--- src/t16cw_defines.svh ---
/*
 * Register offsets, field positions, reset values and fixed counts of the
 * 16-bit timer compare and waveform block.
 * Assumes a 32-bit classic Wishbone slave with byte addresses.
 */
`ifndef T16CW_DEFINES_SVH
`define T16CW_DEFINES_SVH

// ----------------------------------------
// Register byte offsets
// ----------------------------------------
`define T16CW_ADR_CTRL    5'h00
`define T16CW_ADR_COUNT   5'h04
`define T16CW_ADR_CMPA    5'h08
`define T16CW_ADR_CMPB    5'h0c
`define T16CW_ADR_CAPT    5'h10
`define T16CW_ADR_FLAGS   5'h14
`define T16CW_ADR_FORCE   5'h18

// ----------------------------------------
// Control fields
// ----------------------------------------
`define T16CW_F_WGM       3:0
`define T16CW_F_COMA      5:4
`define T16CW_F_COMB      7:6
`define T16CW_F_PRE       10:8
`define T16CW_B_DIRA      11
`define T16CW_B_DIRB      12
`define T16CW_B_PORTA     13
`define T16CW_B_PORTB     14
`define T16CW_CTRL_RST    15'h0000

// ----------------------------------------
// Flag bits
// ----------------------------------------
`define T16CW_B_OVF       0
`define T16CW_B_MFA       1
`define T16CW_B_MFB       2
`define T16CW_B_CAPF      3

// ----------------------------------------
// Counter constants and prescaler masks
// ----------------------------------------
`define T16CW_MAX         16'hffff
`define T16CW_TOP8        16'h00ff
`define T16CW_TOP9        16'h01ff
`define T16CW_TOP10       16'h03ff
`define T16CW_DIV8_M      10'h007
`define T16CW_DIV64_M     10'h03f
`define T16CW_DIV256_M    10'h0ff
`define T16CW_DIV1024_M   10'h3ff

`endif

--- src/t16cw_pkg.sv ---
/*
 * Types of the 16-bit timer compare and waveform block.
 * Assumes the defines header is included by the design file.
 */
package t16cw_pkg;
  typedef logic [15:0] t16cw_cnt_t;
  typedef logic [3:0]  t16cw_wgm_t;
  typedef logic [1:0]  t16cw_com_t;
  typedef enum logic [2:0] {
    T16CW_PRE_STOP = 3'h0,
    T16CW_PRE_1    = 3'h1,
    T16CW_PRE_8    = 3'h2,
    T16CW_PRE_64   = 3'h3,
    T16CW_PRE_256  = 3'h4,
    T16CW_PRE_1024 = 3'h5
  } t16cw_pre_t;
endpackage

--- src/t16cw_top.sv ---
/*
 * 16-bit timer: counter, two compare channels with waveform outputs,
 * compare-match blocking, force strobes and flags, behind classic Wishbone.
 * Assumes one 40 MHz clock, synchronous active-high reset, and an
 * outside pad that builds the pin from the data and enable outputs.
 */
// Implementation choices: the register addresses and register access over Wishbone.
// How it works
// - A counter write blocks every compare match in the next timer tick.
// - Output state keeps its value across waveform mode changes.
// - Output action field is unbuffered and acts at once.
// - Reset clears the output state to zero.
// - Nonzero action field puts the waveform on the pin; direction stays.
// - Action field never touches the capture register or capture flag.
// - Action field zero leaves output state unchanged on matches.
// - New action applies from next match; force applies at once non-PWM.
// - Counting follows only the mode field; action picks set/clear/toggle.
// - Mode 0 counts up without clear, wrapping 0xffff to zero.
// - Overflow flag set on the wrap from 0xffff and on the fast PWM clear at top; only hardware sets it.
// - Modes 4 and 12 clear the counter on match with A or capture top.
// - Clear-on-match raises A flag or capture flag at top.
// - Unbuffered top below count lets the counter run past 0xffff.
// - Toggle action in mode 4 gives clk/(2N(1+A)) on output A.
// - Prescaler divides by 1, 8, 64, 256 or 1024.
// - Clear-on-match mode sets overflow when rolling from max to zero.
// - Modes 5,6,7,14,15 count single slope from bottom to top.
// - Fast PWM: non-inverting set on match, clear at top; inverting reverse.
// - Counter equal to compare sets its flag at the next timer clock edge.
// - PWM modes buffer compare writes, loaded only at fast PWM top; others direct.
// - Force updates output like a match, no flag, no counter change.
`timescale 1ns/1ps
`include "t16cw_defines.svh"

module t16cw_top
(
  input  wire logic                 clk_i,             // System clock, 40 MHz
  input  wire logic                 rst_i,             // Sync reset, high
  input  wire logic                 cyc_i,             // Wishbone cycle
  input  wire logic                 stb_i,             // Wishbone strobe
  input  wire logic                 we_i,              // Wishbone write
  input  wire logic [4:0]           adr_i,             // Byte address
  input  wire logic [3:0]           sel_i,             // Byte enables
  input  wire logic [31:0]          dat_i,             // Write data
  output logic      [31:0]          dat_o,             // Read data
  output logic                      ack_o,             // Acknowledge
  output t16cw_pkg::t16cw_cnt_t     count_value_o,     // Counter state
  output logic                      compare_out_a_o,   // Pin A data
  output logic                      compare_out_a_oe_o,// Pin A enable
  output logic                      compare_out_b_o,   // Pin B data
  output logic                      compare_out_b_oe_o // Pin B enable
);
  import t16cw_pkg::*;

  // ----------------------------------------
  // Registers
  // ----------------------------------------
  logic [14:0] ctrl_ff;
  t16cw_cnt_t  cnt_ff;
  t16cw_cnt_t  cmp_act_ff [2];
  t16cw_cnt_t  cmp_buf_ff [2];
  t16cw_cnt_t  capture_value_ff;
  logic [3:0]  flag_ff;
  logic        blk_ff;
  logic [9:0]  pre_ff;
  logic [1:0]  oc_ff;
  logic [1:0]  pin_ff;
  logic        ack_ff;
  logic [31:0] dat_ff;

  // ----------------------------------------
  // Bus decode
  // ----------------------------------------
  wire        req_w   = cyc_i & stb_i & ~ack_ff;
  wire        wr_w    = req_w & we_i;
  wire [31:0] bmask_w = {{8{sel_i[3]}}, {8{sel_i[2]}}, {8{sel_i[1]}}, {8{sel_i[0]}}};
  wire        wr_ctrl = wr_w & (adr_i == `T16CW_ADR_CTRL);
  wire        wr_cnt  = wr_w & (adr_i == `T16CW_ADR_COUNT);
  wire        wr_cmpa = wr_w & (adr_i == `T16CW_ADR_CMPA);
  wire        wr_cmpb = wr_w & (adr_i == `T16CW_ADR_CMPB);
  wire        wr_capt = wr_w & (adr_i == `T16CW_ADR_CAPT);
  wire        wr_flag = wr_w & (adr_i == `T16CW_ADR_FLAGS);
  wire        wr_frc  = wr_w & (adr_i == `T16CW_ADR_FORCE);
  wire [15:0] m16_w   = bmask_w[15:0];
  wire [15:0] d16_w   = dat_i[15:0];

  wire t16cw_wgm_t wgm_w = ctrl_ff[`T16CW_F_WGM];
  wire t16cw_com_t com_w [2];
  assign com_w[0] = ctrl_ff[`T16CW_F_COMA];
  assign com_w[1] = ctrl_ff[`T16CW_F_COMB];
  wire [2:0] pre_sel_w = ctrl_ff[`T16CW_F_PRE];

  // ----------------------------------------
  // Prescaler
  // ----------------------------------------
  // Free divider shared by all ratios; a ratio change may shorten one period.
  wire        run_w  = (pre_sel_w != T16CW_PRE_STOP) && (pre_sel_w <= T16CW_PRE_1024);
  wire [9:0]  pmask_w = (pre_sel_w == T16CW_PRE_8)    ? `T16CW_DIV8_M   :
                        (pre_sel_w == T16CW_PRE_64)   ? `T16CW_DIV64_M  :
                        (pre_sel_w == T16CW_PRE_256)  ? `T16CW_DIV256_M :
                        (pre_sel_w == T16CW_PRE_1024) ? `T16CW_DIV1024_M : 10'h000;
  wire        tick_w = run_w & ((pre_ff & pmask_w) == pmask_w);

  // ----------------------------------------
  // Mode decode
  // ----------------------------------------
  wire normal_w = (wgm_w == 4'h0);
  wire ctc_w    = (wgm_w == 4'h4) | (wgm_w == 4'hc);
  wire fast_w   = (wgm_w == 4'h5) | (wgm_w == 4'h6) | (wgm_w == 4'h7)
                | (wgm_w == 4'he) | (wgm_w == 4'hf);
  wire pwm_w    = ~normal_w & ~ctc_w;
  wire icr_top  = (wgm_w == 4'hc) | (wgm_w == 4'he);
  wire oca_top  = (wgm_w == 4'h4) | (wgm_w == 4'hf);
  wire t16cw_cnt_t top_w = oca_top ? cmp_act_ff[0] :
                           icr_top ? capture_value_ff :
                           (wgm_w == 4'h5) ? `T16CW_TOP8 :
                           (wgm_w == 4'h6) ? `T16CW_TOP9 :
                           (wgm_w == 4'h7) ? `T16CW_TOP10 : `T16CW_MAX;

  // ----------------------------------------
  // Counter
  // ----------------------------------------
  // Top is compared by equality only, so a top written below the count is
  // passed and the counter runs through the 16-bit wrap first.
  wire        at_top_w = (cnt_ff == top_w) & ~blk_ff;
  wire        clr_w    = tick_w & (ctc_w | fast_w) & at_top_w;
  wire        wrap_w   = tick_w & (cnt_ff == `T16CW_MAX);
  wire        ovf_set  = wrap_w | (clr_w & fast_w);
  wire [15:0] nxt_cnt  = wr_cnt ? ((cnt_ff & ~m16_w) | (d16_w & m16_w)) :
                         clr_w  ? 16'h0000 :
                         tick_w ? 16'(cnt_ff + 16'h0001) : cnt_ff;

  always_ff @(posedge clk_i)
  begin
    if (rst_i)
    begin
      cnt_ff <= 16'h0000;
      blk_ff <= 1'b0;
      pre_ff <= 10'h000;
    end
    else
    begin
      cnt_ff <= nxt_cnt;
      blk_ff <= wr_cnt | (blk_ff & ~tick_w);
      pre_ff <= run_w ? 10'(pre_ff + 10'h001) : 10'h000;
    end
  end

  // ----------------------------------------
  // Compare channels
  // ----------------------------------------
  logic [1:0] mt_w;
  logic [1:0] frc_w;
  logic [1:0] nxt_oc;
  logic [1:0] wr_cmp_w;
  assign wr_cmp_w = {wr_cmpb, wr_cmpa};

  for (genvar x = 0; x < 2; x++)
  begin : g_ch
    wire t16cw_cnt_t nxt_buf = (cmp_buf_ff[x] & ~m16_w) | (d16_w & m16_w);
    assign mt_w[x]  = tick_w & (cnt_ff == cmp_act_ff[x]) & ~blk_ff;
    assign frc_w[x] = wr_frc & sel_i[0] & dat_i[x] & ~pwm_w;
    wire   tgl_ok   = (x == 0) & (wgm_w == 4'hf);
    // Action field is read live each cycle, never staged.
    always_comb
    begin
      nxt_oc[x] = oc_ff[x];
      if (com_w[x] == 2'h0)
        nxt_oc[x] = oc_ff[x];
      else if (~pwm_w)
      begin
        if (mt_w[x] | frc_w[x])
        begin
          unique case (com_w[x])
            2'h1:    nxt_oc[x] = ~oc_ff[x];
            2'h2:    nxt_oc[x] = 1'b0;
            default: nxt_oc[x] = 1'b1;
          endcase
        end
      end
      else if (fast_w)
      begin
        // Match wins over top, so compare equal to top gives a constant level, except the toggle on A in mode 15.
        if (mt_w[x])
          nxt_oc[x] = (com_w[x] == 2'h1) ? (tgl_ok ? ~oc_ff[x] : oc_ff[x]) :
                      (com_w[x] == 2'h2);
        else if (clr_w)
          nxt_oc[x] = (com_w[x] == 2'h1) ? oc_ff[x] : (com_w[x] == 2'h3);
      end
    end

    always_ff @(posedge clk_i)
    begin
      if (rst_i)
      begin
        cmp_act_ff[x] <= 16'h0000;
        cmp_buf_ff[x] <= 16'h0000;
      end
      else
      begin
        if (wr_cmp_w[x])
          cmp_buf_ff[x] <= nxt_buf;
        if (wr_cmp_w[x] & ~pwm_w)
          cmp_act_ff[x] <= nxt_buf;
        else if (fast_w & clr_w)
          cmp_act_ff[x] <= cmp_buf_ff[x];
      end
    end
  end

  // ----------------------------------------
  // Output state and pins
  // ----------------------------------------
  // Mode writes never touch the output state; only reset, matches, fast PWM top and force change it.
  wire [1:0] ovr_w  = {com_w[1] != 2'h0, com_w[0] != 2'h0};
  wire [1:0] port_w = {ctrl_ff[`T16CW_B_PORTB], ctrl_ff[`T16CW_B_PORTA]};
  always_ff @(posedge clk_i)
  begin
    if (rst_i)
    begin
      oc_ff  <= 2'b00;
      pin_ff <= 2'b00;
    end
    else
    begin
      oc_ff  <= nxt_oc;
      pin_ff <= (ovr_w & oc_ff) | (~ovr_w & port_w);
    end
  end
  assign compare_out_a_o    = pin_ff[0];
  assign compare_out_b_o    = pin_ff[1];
  assign compare_out_a_oe_o = ctrl_ff[`T16CW_B_DIRA];
  assign compare_out_b_oe_o = ctrl_ff[`T16CW_B_DIRB];
  assign count_value_o      = cnt_ff;

  // ----------------------------------------
  // Flags, control and capture value
  // ----------------------------------------
  // Set beats a clear written in the same cycle.
  wire [3:0] fset_w = {clr_w & icr_top, mt_w[1], mt_w[0], ovf_set};
  wire [3:0] fclr_w = {4{wr_flag & sel_i[0]}} & dat_i[3:0];
  always_ff @(posedge clk_i)
  begin
    if (rst_i)
    begin
      ctrl_ff          <= `T16CW_CTRL_RST;
      flag_ff          <= 4'h0;
      capture_value_ff <= 16'h0000;
    end
    else
    begin
      flag_ff <= fset_w | (flag_ff & ~fclr_w);
      if (wr_ctrl)
        ctrl_ff <= (ctrl_ff & ~bmask_w[14:0]) | (dat_i[14:0] & bmask_w[14:0]);
      if (wr_capt)
        capture_value_ff <= (capture_value_ff & ~m16_w) | (d16_w & m16_w);
    end
  end

  // ----------------------------------------
  // Wishbone answer
  // ----------------------------------------
  wire [31:0] rd_w = (adr_i == `T16CW_ADR_CTRL)  ? {17'h0, ctrl_ff} :
                     (adr_i == `T16CW_ADR_COUNT) ? {16'h0, cnt_ff} :
                     (adr_i == `T16CW_ADR_CMPA)  ? {16'h0, cmp_buf_ff[0]} :
                     (adr_i == `T16CW_ADR_CMPB)  ? {16'h0, cmp_buf_ff[1]} :
                     (adr_i == `T16CW_ADR_CAPT)  ? {16'h0, capture_value_ff} :
                     (adr_i == `T16CW_ADR_FLAGS) ? {28'h0, flag_ff} : 32'h0;
  always_ff @(posedge clk_i)
  begin
    if (rst_i)
    begin
      ack_ff <= 1'b0;
      dat_ff <= 32'h0;
    end
    else
    begin
      ack_ff <= req_w;
      dat_ff <= req_w ? rd_w : 32'h0;
    end
  end
  assign ack_o = ack_ff;
  assign dat_o = dat_ff;
endmodule

--- config.mk ---
export PLATFORM = sky130hd
export DESIGN_NAME = t16cw_top
export DESIGN_NICKNAME = d
export VERILOG_FILES = /design/src/t16cw_pkg.sv /design/src/t16cw_top.sv
export VERILOG_INCLUDE_DIRS = /design/src
export SDC_FILE = /design/constraint.sdc
export NUM_CORES = 1
export LEC_CHECK = 0
export ABC_AREA = 1
export ABC_CLOCK_PERIOD_IN_PS = 6110
export BUFFER_PORTS_ARGS = -buffer_cell sky130_fd_sc_hd__buf_2
export CORE_MARGIN = 2
export CORE_UTILIZATION = 60
export CTS_CLUSTER_SIZE = 10
export DETAILED_ROUTE_END_ITERATION = 12
export PLACE_DENSITY_LB_ADDON = 0.25
export SYNTH_ARGS = -nofsm -noshare
export SYNTH_HDL_FRONTEND = slang
export SYNTH_SLANG_ARGS = --single-unit
--- constraint.sdc ---
create_clock -name clk_i -period 6.11 [get_ports clk_i]
set_clock_uncertainty 0.05 [all_clocks]
set_input_delay 0 -clock clk_i [delete_from_list [all_inputs] [get_ports clk_i]]
set_output_delay 0 -clock clk_i [all_outputs]
set_load 0.005 [all_outputs]
Word-level counts from Yosys, hierarchy flattened
Memories as Yosys holds them, arrays and structs flattened. Cells that the tools add are included.

Input bits: 46. Output and inout port bits: 53. Memories: 2. Bits in registers: 99. Memory bits (writable): 64. Logic and storage cells: 215.

Reductions and logical operators: 17. Bitwise operators: 84. Mux-type cells: 62. Magnitude comparators: 1. $add $sub $neg: 2. Equal/unequal tests: 34.

Memory list: cmp_act_ff (depth 2, bits a word 16, rd ports 2, clocked after Yosys merged registers in 0, write ports 2, RTL line t16cw_top.sv:59) `t16cw_cnt_t cmp_act_ff [2];`; cmp_buf_ff (depth 2, bits a word 16, rd ports 2, clocked after Yosys merged registers in 0, write ports 2, RTL line t16cw_top.sv:60) `t16cw_cnt_t cmp_buf_ff [2];`.

Operator list (count): two-way mux 16 bit (18); AND 16 bit (5); OR 16 bit (4); == test 16 bit (3); two-way mux 10 bit (4); two-way mux 1 bit (36); AND 1 bit (31); AND 15 bit (2); OR 1 bit (18); adder 16 x 1 -> 16 bit, second input constant (1); == test 16 bit, second input constant (1); == test 4 x 3 -> 1 bit, second input constant (4); inverter 16 bit (1); == test 5 bit, second input constant (3); two-way mux 15 bit (1); inverter 15 bit (1); OR 15 bit (1); == test 4 bit, second input constant (3); inverter 1 bit (12); adder 10 x 1 -> 10 bit, second input constant (1); AND 10 bit (1); == test 10 bit (1); == test 5 x 4 -> 1 bit, second input constant (2); AND 4 bit (2); 27 further kinds (44).

Depth between registers and ports, before layout
Gate-level depths: netlist of run 1.

Word-level depth: 16. Mapped depth: 20. Mapped depth without buffers: 18.

Worst setup path after synthesis of run 1
Ideal clock, no wire load.

Path kind: flip-flop to flip-flop. From: register (tool-made name). To: memory cmp_act_ff[0][0] in the netlist's numbering (enable). Buffers on the path: 2. Slack: 3635 ps. Arrival: 2054 ps. Required time: 5688 ps. Setup time: 372 ps. Clock period less this slack: 2475 ps. Stages on the path, launching flop included: 16. Path through: dfxtp_1 > buf_2 > nor2_1 > nand2_1 > nand2_4 > buf_6 > nand2_1 > nand3_1 > nand2_1 > nor2_1 > nand2_1 > nor2_1 > nand3_2 > clkinv_2 > nand2_1 > nand2_1.

RTL lines (RTL line): end: declaration (t16cw_top.sv:59).

==> Implementation_results.wiki, run 1 <==
{| class="wikitable"
! Metric !! Value
|-
| HPWL after detailed placement || 20,800 um
|-
| Share of synthesized cell area in full adder, half adder and majority cells || 0.300%
|-
| Kind of launch point of the worst setup path || flip-flop
|-
| Width of the chip || about 120 um
|-
| Quantity of I/O buffers inserted on ports || between 60 and 70
|-
| Class of the tightest hold or removal check || in -> reg
|-
| Total clock buffers created by CTS || 17
|-
| Final layout net count || roughly 1,300
|-
| Cell taking the most area after synthesis || sky130_fd_sc_hd__edfxtp_1
|-
| Post-detailed-route via-to-cell ratio || 6.09
|-
| Global route overflow || 0
|-
| Depth of the worst register-to-register path || 12
|-
| Setup violations, final || 0
|-
| Min Tclk post-route || 3.77 ns
|-
| DRC violations left || 0
|-
| Share of the cycle needed by the critical path after routing || 61.7%
|-
| Clock root buffer master || sky130_fd_sc_hd__clkbuf_16
|-
| DRT iter0 DRCs || 1,063
|-
| Endpoint kind of the worst setup timing path || flip-flop
|-
| Share of synthesized area spent on multiplexers || 0.120%
|-
| Wirelength, routed || around 29,000 um
|-
| Core region area || about 0.014 mm2
|-
| Top post-synthesis cells by count || sky130_fd_sc_hd__nand2_1 (242), sky130_fd_sc_hd__inv_1 (138), sky130_fd_sc_hd__nor2_1 (129), sky130_fd_sc_hd__a21oi_1 (110), sky130_fd_sc_hd__dfxtp_1 (83)
|-
| Post-Route Setup TNS || 0 ns
|-
| Area post-placement || 0.00866 mm2
|-
| Row Count || 43
|-
| Register-to-register setup slack || 2.34 ns
|-
| Number of register bits inferred by synthesis || 147
|-
| Largest family of logic cells by synthesized area || simple AND/OR/NAND/NOR gates
|-
| Pin count of the biggest net entering global routing || 39
|-
| Fmax || 265 MHz
|-
| Max-cap violation count || 0
|-
| Via count of the routed design || 8,575
|-
| Fraction of synthesized cell area in xor and xnor cells || 2.62%
|-
| Wire per inst || 20.2 um
|-
| Run status || finished clean
|-
| Main synth FF type || sky130_fd_sc_hd__dfxtp_1
|-
| Final ANT Viol Nets || 0
|-
| Starting Density || 60.9%
|-
| Worst slack on hold paths || 0.0756 ns
|-
| Distinct cell type count after synthesis || 45
|-
| Post-Syn Area per Cell || 7.22 um2
|-
| Number of search-and-repair iterations in the first detailed-routing pass || 8
|-
| Post-Syn Area || 0.00835 mm2
|-
| Synth top area share || 23.0%
|-
| RSZ-0062 raised after global routing || false
|-
| Filler cells || 1,225
|-
| Gpl congestion || about 1.1
|-
| CP max FO || 34
|-
| Number of antenna violations at the first check in global routing || 0
|-
| Path type of the worst setup path || reg -> reg
|-
| DIE HEIGHT || 122 um
|-
| Data required time of the worst path || 6.12 ns
|-
| WHS Path Cells || 5
|-
| Most frequent cell after synthesis || sky130_fd_sc_hd__nand2_1
|-
| Slew at the pin closest to its max-slew limit || 0.935 ns
|-
| Gate count of the mapped netlist || 1,157
|-
| Share of synthesized flip-flops with an asynchronous set or reset || 0%
|-
| Area growth syn-to-layout || 12.7%
|-
| Number of warning messages in the yosys log || 0
|-
| Ant. Diodes || 0
|-
| PwrDens || 236 mW/mm2
|-
| Number of synthesized flops with an enable pin || 64
|-
| Final count of hold timing violations || 0
|-
| Area of the die || 0.0149 mm2
|-
| Hold path start || adr_i[4]
|-
| Final core utilization || 68.6%
|-
| Relative slew slack || 37.4%
|-
| Compound-cell area share of the yosys netlist || 16.6%
|-
| I/O Pins || 99
|-
| Global-route wire length before repair || ~44,000 um
|-
| Biggest area contributors in the synthesized netlist || sky130_fd_sc_hd__edfxtp_1 (23%), sky130_fd_sc_hd__dfxtp_1 (20%), sky130_fd_sc_hd__nand2_1 (11%)
|-
| Seq/Total Area, Yosys || 42.9%
|-
| Clock H-tree levels || 4
|-
| Share of final-layout standard cells stronger than drive strength 1 || 10.6%
|-
| Number of buffers between clock root and the deepest sink || 2
|-
| Total count of max-transition violations in the final report || 0
|-
| Capture instance of the worst register-to-register path || cmp_act_ff[1][6]
|-
| Clock latency reported for the late side of the worst-skew pair || 0.43 ns
|-
| Clock sink count || 147
|-
| Fin area || around 0.0094 mm2
|-
| Post-synthesis simple-gate area fraction || 26.4%
|-
| Hold Path End || dat_o[10]
|-
| Via count of the first global-routing pass || 7,955
|-
| Clock tree from TritonCTS || built
|-
| Maximum VDD drop || 0.197 mV
|-
| Total GRT Usage || 39.6%
|-
| Clock transition time at the flip-flop clock pins of the worst setup and hold paths || 0.06 ns
|-
| Worst path arrival time || 3.78 ns
|-
| Pleak || approximately 4 nW
|}
-- through the flow --
stage                     total power [mW]  setup WS (ns)  std cells
final                                 2.22           2.34       1408
after global routing                  2.27           2.08       1408
after CTS                             2.21           2.42       1408
after detailed placement              1.19           2.43       1360
after global placement                1.19           2.44       1360
after floorplan                       1.15           3.63       1172
-- cell usage in the layout (no fill, tap or decap), types with 9 or more instances in the layout --
cell type / n
sky130_fd_sc_hd__nand2_1: 242
sky130_fd_sc_hd__inv_1: 138
sky130_fd_sc_hd__nor2_1: 129
sky130_fd_sc_hd__a21oi_1: 110
sky130_fd_sc_hd__dfxtp_1: 83
sky130_fd_sc_hd__edfxtp_1: 64
sky130_fd_sc_hd__buf_2: 64
sky130_fd_sc_hd__nand3_1: 59
sky130_fd_sc_hd__o21ai_0: 55
sky130_fd_sc_hd__nand4_1: 44
sky130_fd_sc_hd__o21ai_1: 40
sky130_fd_sc_hd__clkbuf_16: 19
sky130_fd_sc_hd__conb_1: 16
sky130_fd_sc_hd__dlygate4sd3_1: 16
sky130_fd_sc_hd__xnor2_1: 14
sky130_fd_sc_hd__nor3_1: 12
sky130_fd_sc_hd__o22ai_1: 12
sky130_fd_sc_hd__xor2_1: 11
sky130_fd_sc_hd__or2_2: 10
sky130_fd_sc_hd__a31oi_1: 9
-- cell families (layout without fill, tap and decap cells) --
| logic type | after synthesis | in the layout |
|---|---|---|
| other | 1 | 16 |
| xor gates and xnor gates | 25 | 25 |
| DFF | 147 | 147 |
| muxes | 1 | 1 |
| and+or+nand+nor | 513 | 513 |
| AOI/OAI and AO/OA | 254 | 254 |
| adders and majority gates | 2 | 2 |
| buffers and inverters | 214 | 270 |
-- routing by layer --
metal	global-route usage (%)	routed length, um	vias to the layer above	share of wire (%)
li1	-	-	3963	-
met1	49.9	10900	3909	38
met2	63.1	12800	565	45
met3	8.05	2870	138	10
met4	23.7	1930	0	6.8
met5	0	0	-	0
-- report_power, final --
part / internal, mW / switching (mW)
logic: 0.0370 / 0.0869
registers: 1.04 / 0.0177
clock network: 0.612 / 0.424
total: 1.69 / 0.528
-- cell type report --
class                           instances  area [um2]  area share [%]
Timing Repair Buffer                   87         533            5.66
Sequential cell                       147        3580            38.1
Tap cell                              180         225            2.39
Clock inverter                          9        61.3           0.651
Multi-Input combinational cell        811        3910            41.6
Clock buffer                           23         531            5.64
Inverter                              151         568            6.03
-- timing repair --
action                     4_1_cts  5_1_grt
hold buffers                    16        0
buffers inserted                 0        0
resized for setup                0        0
hold endpoints to repair        34        0
setup endpoints to repair        0        0
-- critical path, stage by stage, from the launching register on --
cell and delay, ns:
sky130_fd_sc_hd__dfxtp_1 0.47, sky130_fd_sc_hd__nand2_2 0.14, sky130_fd_sc_hd__nor2_2 0.47, sky130_fd_sc_hd__nand2_1 0.14, sky130_fd_sc_hd__nand3_1 0.19, sky130_fd_sc_hd__nand2_1 0.07, sky130_fd_sc_hd__nor2_1 0.18, sky130_fd_sc_hd__nand2_1 0.07
sky130_fd_sc_hd__nor2_1 0.12, sky130_fd_sc_hd__nand3_2 0.24, sky130_fd_sc_hd__clkinv_2 0.43, sky130_fd_sc_hd__nand2_1 0.17, sky130_fd_sc_hd__nand2_1 0.61
-- worst max path at each step --
| stage | slack (ns) | to | from | cells after the start |
|---|---|---|---|---|
| detailed placement | 2.43 | cmp_act_ff[1][11] | flip-flop | 12 |
| floorplan | 3.63 | cmp_act_ff[0][0] | flip-flop | 15 |
| finish | 2.34 | cmp_act_ff[1][6] | flip-flop | 12 |
| global route | 2.08 | cmp_act_ff[1][7] | flip-flop | 14 |
| CTS | 2.42 | cmp_act_ff[1][6] | flip-flop | 12 |
| global placement | 2.44 | cmp_act_ff[1][14] | flip-flop | 14 |
(Power assumes the default switching activity.)
==> inputs of run 2 (changes only) <==
ABC_AREA = 0   (was 1)
ABC_CLOCK_PERIOD_IN_PS = 3100   (was 6110)
CORE_UTILIZATION = 53   (was 60)
clock period = 3.1 ns   (was 6.11 ns; I/O delays follow)
==> run 2 against run 1 <==
  * Wire length is 5.7% lower
  * Setup slack got worse by 2.2 ns
  * Critical path type unchanged
  * Final cell count down 12%
  * Power rose by 100%
  * Combinational power grew 120%
  * Global-route usage is 7.6 points lower
  * Largest power group is now clock
  * Synthesized cell count down 19%
  * Sequential power is 98% higher
  * Register-to-register slack worse by 2.2 ns
==> Implementation_results.wiki, run 2 <==
{| class="wikitable"
! Metric !! Value
|-
| Run status || finished clean
|-
| Post-CTS setup buffers || 0
|-
| Global route overflow || 0
|-
| Via count of the routed design || around 7,800
|-
| Clock H-tree levels || 4
|-
| Kind of launch point of the worst setup path || flip-flop
|-
| Number of register bits inferred by synthesis || 147
|-
| Hold Path End || dat_o[13]
|-
| Clock transition time at the flip-flop clock pins of the worst setup and hold paths || 0.06 ns
|-
| Share of synthesized flip-flops with an asynchronous set or reset || 0%
|-
| Clock sink count || ~150
|-
| Number of synthesized flops with an enable pin || 64
|-
| Share of the cycle needed by the critical path after routing || about 96%
|-
| Standard cell with the maximum stage delay on the critical path || sky130_fd_sc_hd__or4_4
|-
| Total GRT Usage || about 32%
|-
| Biggest area contributors in the synthesized netlist || sky130_fd_sc_hd__edfxtp_1 (23%), sky130_fd_sc_hd__dfxtp_1 (20%), sky130_fd_sc_hd__mux2i_1 (5.5%)
|-
| Setup violations, final || 0
|-
| Row Count || 46
|-
| Path type of the worst setup path || reg -> reg
|-
| DIE HEIGHT || 131 um
|-
| Post-Syn Area || around 0.0085 mm2
|-
| Final ANT Viol Nets || 0
|-
| GR met1 Demand/Resource || between 40% and 50%
|-
| Global route hottest layer || met2
|-
| Met2 routing resource usage after global routing || 47.2%
|-
| DRC violations left || 0
|-
| Synth top area share || between 20% and 30%
|-
| Post-Syn Area per Cell || 9.06 um2
|-
| Fmax || 337 MHz
|-
| Final count of hold timing violations || 0
|-
| Gate count of the mapped netlist || ~940
|-
| Post-Place Cells || roughly 1,200
|-
| Pleak || 3.98 nW
|-
| Clock latency reported for the late side of the worst-skew pair || 0.44 ns
|-
| Area growth syn-to-layout || 16.7%
|-
| Post-detailed-route via-to-cell ratio || 6.27
|-
| Area of the die || 0.0170 mm2
|-
| Endpoint kind of the worst setup timing path || flip-flop
|-
| Number of warning messages in the yosys log || 0
|-
| Number of search-and-repair iterations in the first detailed-routing pass || 5
|-
| Wirelength, routed || 26,900 um
|-
| Slew at the pin closest to its max-slew limit || 1.16 ns
|-
| Total power || 4.54 mW
|-
| Cell taking the most area after synthesis || sky130_fd_sc_hd__edfxtp_1
|-
| Pin count of the biggest net entering global routing || 41
|-
| Buffering stage count on the worst path with inverters included || 1
|-
| PwrDens || 459 mW/mm2
|-
| Ant. Diodes || 0
|-
| Largest stage delay on the critical path || 0.56 ns
|-
| Cell-by-cell trace of the critical path || or3_4 > o221ai_1 > xor2_1 > or4_4 > nor4b_4 > nand4_4 > buf_12 > a21oi_1 > mux2_1
|-
| Depth of the worst register-to-register path || 9
|-
| Final layout net count || 1,057
|-
| Total count of max-transition violations in the final report || 0
|-
| Min Tclk post-route || a little under 3 ns
|-
| Most frequent cell after synthesis || sky130_fd_sc_hd__nor2_1
|-
| Global-route wire length before repair || 40,500 um
|-
| Clock root buffer master || sky130_fd_sc_hd__clkbuf_16
|-
| Most used cells in the layout excluding fill and tap cells || sky130_fd_sc_hd__nor2_1 (103), sky130_fd_sc_hd__dfxtp_1 (83), sky130_fd_sc_hd__a21oi_1 (81), sky130_fd_sc_hd__nand2_1 (67)
|-
| Maximum VDD drop || 0.389 mV
|-
| WHS Path Cells || 5
|-
| Final non-filler cell total || 1,238
|-
| Core region area || 0.0158 mm2
|-
| HPWL after detailed placement || 19,000 um
|-
| Number of buffers between clock root and the deepest sink || 2
|-
| Relative slew slack || 21.9%
|-
| Clock tree from TritonCTS || built
|-
| Main synth FF type || sky130_fd_sc_hd__dfxtp_1
|-
| Starting Density || 53.8%
|-
| Hold path start || adr_i[4]
|-
| Worst path arrival time || roughly 3.2 ns
|-
| Distinct cell type count after synthesis || 70
|-
| Class of the tightest hold or removal check || in -> reg
|-
| Quantity of I/O buffers inserted on ports || 64
|-
| Max-cap violation count || 0
|-
| Data required time of the worst path || 3.37 ns
|-
| Wire per inst || ~22 um
|-
| I/O Pins || between 90 and 100
|-
| Via count of the first global-routing pass || between 7,000 and 8,000
|-
| Total clock buffers created by CTS || 17
|-
| Largest delay share family, worst path || simple AND/OR/NAND/NOR gates
|-
| RSZ-0062 raised after global routing || false
|-
| CP max FO || 9
|-
| Top post-synthesis cells by count || sky130_fd_sc_hd__nor2_1 (103), sky130_fd_sc_hd__dfxtp_1 (83), sky130_fd_sc_hd__a21oi_1 (81), sky130_fd_sc_hd__nand2_1 (68), sky130_fd_sc_hd__edfxtp_1 (64)
|-
| Gpl congestion || 0.953
|-
| Width of the chip || about 130 um
|-
| Capture instance of the worst register-to-register path || oc_ff[1]
|-
| Seq/Total Area, Yosys || 42.2%
|-
| Met3 GRT Util || 7.21%
|-
| Post-Route Setup TNS || 0 ns
|-
| DRT iter0 DRCs || 1,142
|-
| Share of final-layout standard cells stronger than drive strength 1 || ~16%
|-
| Register-to-register setup slack || about 0.13 ns
|-
| Commonest non-fill, non-tap cell in the layout || sky130_fd_sc_hd__nor2_1
|-
| Number of antenna violations at the first check in global routing || 0
|}
run 2: changes by cell type after synthesis, moves of 31 or more:
| cell | change |
|---|---|
| sky130_fd_sc_hd__mux2i_1 | +46 |
| sky130_fd_sc_hd__inv_1 | -118 |
| sky130_fd_sc_hd__o21ai_1 | -38 |
| sky130_fd_sc_hd__a22o_1 | +31 |
| sky130_fd_sc_hd__nand3_1 | -34 |
| sky130_fd_sc_hd__nand2_1 | -174 |
| sky130_fd_sc_hd__nand2b_1 | +42 |
| sky130_fd_sc_hd__nand4_1 | -36 |
run 2: how the worst max path moves through the flow:
| stage | to | cells past startpoint | slack (ns) | from |
|---|---|---|---|---|
| floorplan | cmp_act_ff[0][0] | 8 | 0.13 | flip-flop |
| global placement | oc_ff[1] | 9 | 0.12 | flip-flop |
| detailed placement | oc_ff[1] | 9 | 0.11 | flip-flop |
| finish | oc_ff[1] | 9 | 0.13 | flip-flop |
| CTS | oc_ff[1] | 9 | 0.05 | flip-flop |
| global route | cmp_act_ff[1][4] | 9 | 0.003 | flip-flop |
run 2: timing repair:
action,CTS,global route
resized for setup,0,2
hold buffers,18,0
setup endpoints to repair,0,64
hold endpoints to repair,70,0
run 2: through the flow:
| stage | cell area [um2] | utilization (%) | hold slack, ns | setup WS [ns] |
|---|---|---|---|---|
| after floorplan | 8550 | - | 0.0939 | 0.131 |
| after global placement | 9100 | 57.7 | 0.308 | 0.120 |
| after detailed placement | 9100 | 57.7 | 0.322 | 0.106 |
| after CTS | 9890 | 62.7 | 0.113 | 0.0453 |
| after global routing | 9900 | 62.8 | 0.137 | 0.00272 |
| final | 9900 | 62.8 | 0.123 | 0.134 |
run 2: power by group:
group | internal [mW] | total (mW) | switching, mW
clock | 1.32 | 2.17 | 0.850
combinational | 0.100 | 0.276 | 0.176
sequential | 2.05 | 2.10 | 0.0460
run 2: kinds of logic after synthesis:
| logic type | after synthesis | synth area share [%] |
|---|---|---|
| compound gates | 243 | 19.9 |
| other cells | 1 | 0.0442 |
| xor+xnor | 51 | 5.26 |
| mux | 48 | 5.68 |
| fa+ha+maj | 2 | 0.295 |
| flops | 147 | 42.2 |
| simple gates | 338 | 20.8 |
| buf+inv | 107 | 5.79 |
run 2: final cells by class:
class,count,area (um2)
clock buffers,21,462
clock inverters,11,151
fillers,1325,5870
inverters,20,75.1
multi-input cells,698,4490
flip-flops and latches,147,3580
well taps,216,270
repair buffers,125,873
run 2: worst min-delay path: cells and delay by family:
kind / cells / cell delay, ns
AND/OR/NAND/NOR: 2 / 0.15
buffers and inverters: 2 / 0.34
AO/OA/AOI/OAI: 1 / 0.06
run 2: per-layer routing:
layer  routed length [um]  part of all wire, %
met1                11300                   42
met2                11500                   43
met3                 2910                   11
met4                 1150                  4.3
met5                    0                    0
==> inputs of run 3 (changes only) <==
CORE_UTILIZATION = 55   (was 53)
CTS_BUF_LIST = sky130_fd_sc_hd__clkbuf_8   (was not set)
HOLD_SLACK_MARGIN = 0.1   (was not set)
==> run 3 against run 2 <==
  * Die area down 3.5%
  * Sequential power hardly changed
  * Setup slack better by 0.0016 ns
  * Wire length shrank 4.3%
  * Fmax hardly changed
  * Sequential cell count unchanged
  * Register-to-register slack hardly changed
  * Final cell count is 2.1% lower
  * Clock power down 33%
  * Power fell by 16%
  * Critical path type unchanged
==> Implementation_results.wiki, run 3 (same netlist as run 2, synthesis figures left out) <==
{| class="wikitable"
! Metric !! Value
|-
| Run status || finished clean
|-
| Wire per inst || 21.2 um
|-
| Width of the chip || between 100 and 150 um
|-
| Starting Density || 56.0%
|-
| Row Count || 45
|-
| Wirelength, routed || between 20,000 and 30,000 um
|-
| DRT iter0 DRCs || 1,414
|-
| Standard cell with the maximum stage delay on the critical path || sky130_fd_sc_hd__nor4_1
|-
| I/O Pins || between 90 and 100
|-
| Number of antenna violations at the first check in global routing || 0
|-
| Final count of hold timing violations || 0
|-
| Post-detailed-route via-to-cell ratio || 6.38
|-
| Clock H-tree levels || 4
|-
| Filler cells || 1,293
|-
| Min Tclk post-route || 2.96 ns
|-
| HPWL after detailed placement || roughly 19,000 um
|-
| Total GRT Usage || 31.6%
|-
| Quantity of I/O buffers inserted on ports || 64
|-
| Endpoint kind of the worst setup timing path || flip-flop
|-
| Clock tree from TritonCTS || built
|-
| Relative slew slack || 18.8%
|-
| Post-Route Setup TNS || 0 ns
|-
| Kind of launch point of the worst setup path || flip-flop
|-
| Gpl congestion || 0.979
|-
| Largest stage delay on the critical path || 0.44 ns
|-
| Global route overflow || 0
|-
| Final layout net count || approximately 1,100
|-
| Pin count of the biggest net entering global routing || 43
|-
| Path type of the worst setup path || reg -> reg
|-
| RSZ-0062 raised after global routing || true
|-
| Slew at the pin closest to its max-slew limit || 1.21 ns
|-
| Global-route wire length before repair || 39,200 um
|-
| Worst slack on hold paths || ~0.14 ns
|-
| Via count of the routed design || a little under 8,000
|-
| Class of the tightest hold or removal check || in -> reg
|-
| PwrDens || 395 mW/mm2
|-
| Share of the cycle needed by the critical path after routing || between 90% and 100%
|-
| Area of the die || 0.0164 mm2
|-
| DRC violations left || 0
|-
| Pleak || 3.89 nW
|-
| Via count of the first global-routing pass || 7,046
|-
| Core region area || around 0.015 mm2
|-
| Maximum VDD drop || about 0.35 mV
|-
| Clock transition time at the flip-flop clock pins of the worst setup and hold paths || 0.09 ns
|-
| Clock sink count || 147
|-
| Clock latency reported for the late side of the worst-skew pair || 0.48 ns
|-
| Ant. Diodes || 0
|-
| Post-CTS setup buffers || 0
|-
| Cell mode on critical path || sky130_fd_sc_hd__buf_4
|-
| Most used cells in the layout excluding fill and tap cells || sky130_fd_sc_hd__nor2_1 (103), sky130_fd_sc_hd__dfxtp_1 (83), sky130_fd_sc_hd__a21oi_1 (81), sky130_fd_sc_hd__nand2_1 (67)
|-
| Total count of max-transition violations in the final report || 0
|-
| Fmax || 337 MHz
|-
| Number of buffers between clock root and the deepest sink || 2
|-
| DIE HEIGHT || approximately 130 um
|-
| Data required time of the worst path || ~3.4 ns
|-
| Max-cap violation count || 0
|-
| Cell-by-cell trace of the critical path || buf_4 > buf_4 > or2_2 > o22ai_1 > a21oi_1 > nor4_1 > and2b_1 > nand4_1 > buf_4 > o21ai_0 > a21oi_1
|-
| Number of search-and-repair iterations in the first detailed-routing pass || 5
|-
| Setup violations, final || 0
|-
| Commonest non-fill, non-tap cell in the layout || sky130_fd_sc_hd__nor2_1
|-
| Total clock buffers created by CTS || 17
|-
| Worst path arrival time || 3.26 ns
|-
| Final ANT Viol Nets || 0
|-
| Clock root buffer master || sky130_fd_sc_hd__clkbuf_8
|-
| CP max FO || 11
|-
| Area growth syn-to-layout || 13.8%
|-
| Share of final-layout standard cells stronger than drive strength 1 || 16.2%
|}
[run 3: changes by cell type in the layout (fill, tap and decap cells not counted), sizes merged]
cell / change
buf: +1
bufinv: -3
clkbuf: -2
clkinv: -2
clkinvlp: -2
dlygate4sd3: +1
inv: +9
[run 3: path summary, 6_finish.rpt]
kind,startpoint,to,slack [ns],depth (start not counted)
worst min-delay path,adr_i[3],dat_o[15],0.14,4
worst max-delay path,flip-flop,flip-flop,0.14,11
worst min register to register,flag_ff[1],flag_ff[1],0.42,2
worst max register to register,flip-flop,flip-flop,0.14,11
[run 3: final cells by class]
cell class	instances	area [um2]	area share (%)
Timing Repair Buffer	127	903	9.35
Inverter	20	75.1	0.777
Multi-Input combinational cell	698	4490	46.5
Tap cell	188	235	2.44
Clock inverter	13	110	1.14
Sequential cell	147	3580	37.1
Clock buffer	19	262	2.71
[run 3: power by group]
| group | total [mW] | leakage, nW | switching [mW] | internal, mW |
|---|---|---|---|---|
| Clock | 1.45 | 0.197 | 0.831 | 0.623 |
| Sequential | 2.09 | 1.33 | 0.0419 | 2.05 |
| Combinational | 0.274 | 2.36 | 0.172 | 0.101 |
| Total | 3.82 | 3.89 | 1.05 | 2.77 |
[run 3: timing repair]
action / 4_1_cts / 5_1_grt
hold buffers: 19 / 0
resized for setup: 0 / 3
hold endpoints to repair: 115 / 0
setup endpoints to repair: 0 / 42
[run 3: critical path, delay by kind of cell, from the launching register on]
family / cells / cell delay, ns
AND/OR/NAND/NOR: 4 / 1.44
AO/OA/AOI/OAI: 4 / 0.37
buffers and inverters: 3 / 0.65
flip-flops: 1 / 0.33
[run 3: routing by layer]
layer	global-route usage [%]	vias up	wire [um]
met5	0	-	0
met4	11.1	0	646
met3	7.30	54	2900
met2	47.9	476	11400
met1	44.3	3656	10700
li1	-	3541	-
[run 3: per-stage QoR]
step                utilization [%]  power (mW)  cells  instance area [um2]  setup WS (ns)
finish                         63.8        3.82   1212                 9660          0.135
CTS                            63.7        3.81   1212                 9650          0.101
global placement               60.0        2.38   1161                 9080          0.133
detailed placement             60.0        2.38   1161                 9080          0.117
floorplan                         -        2.28    952                 8550          0.131
global route                   63.8        3.92   1212                 9660        0.00425
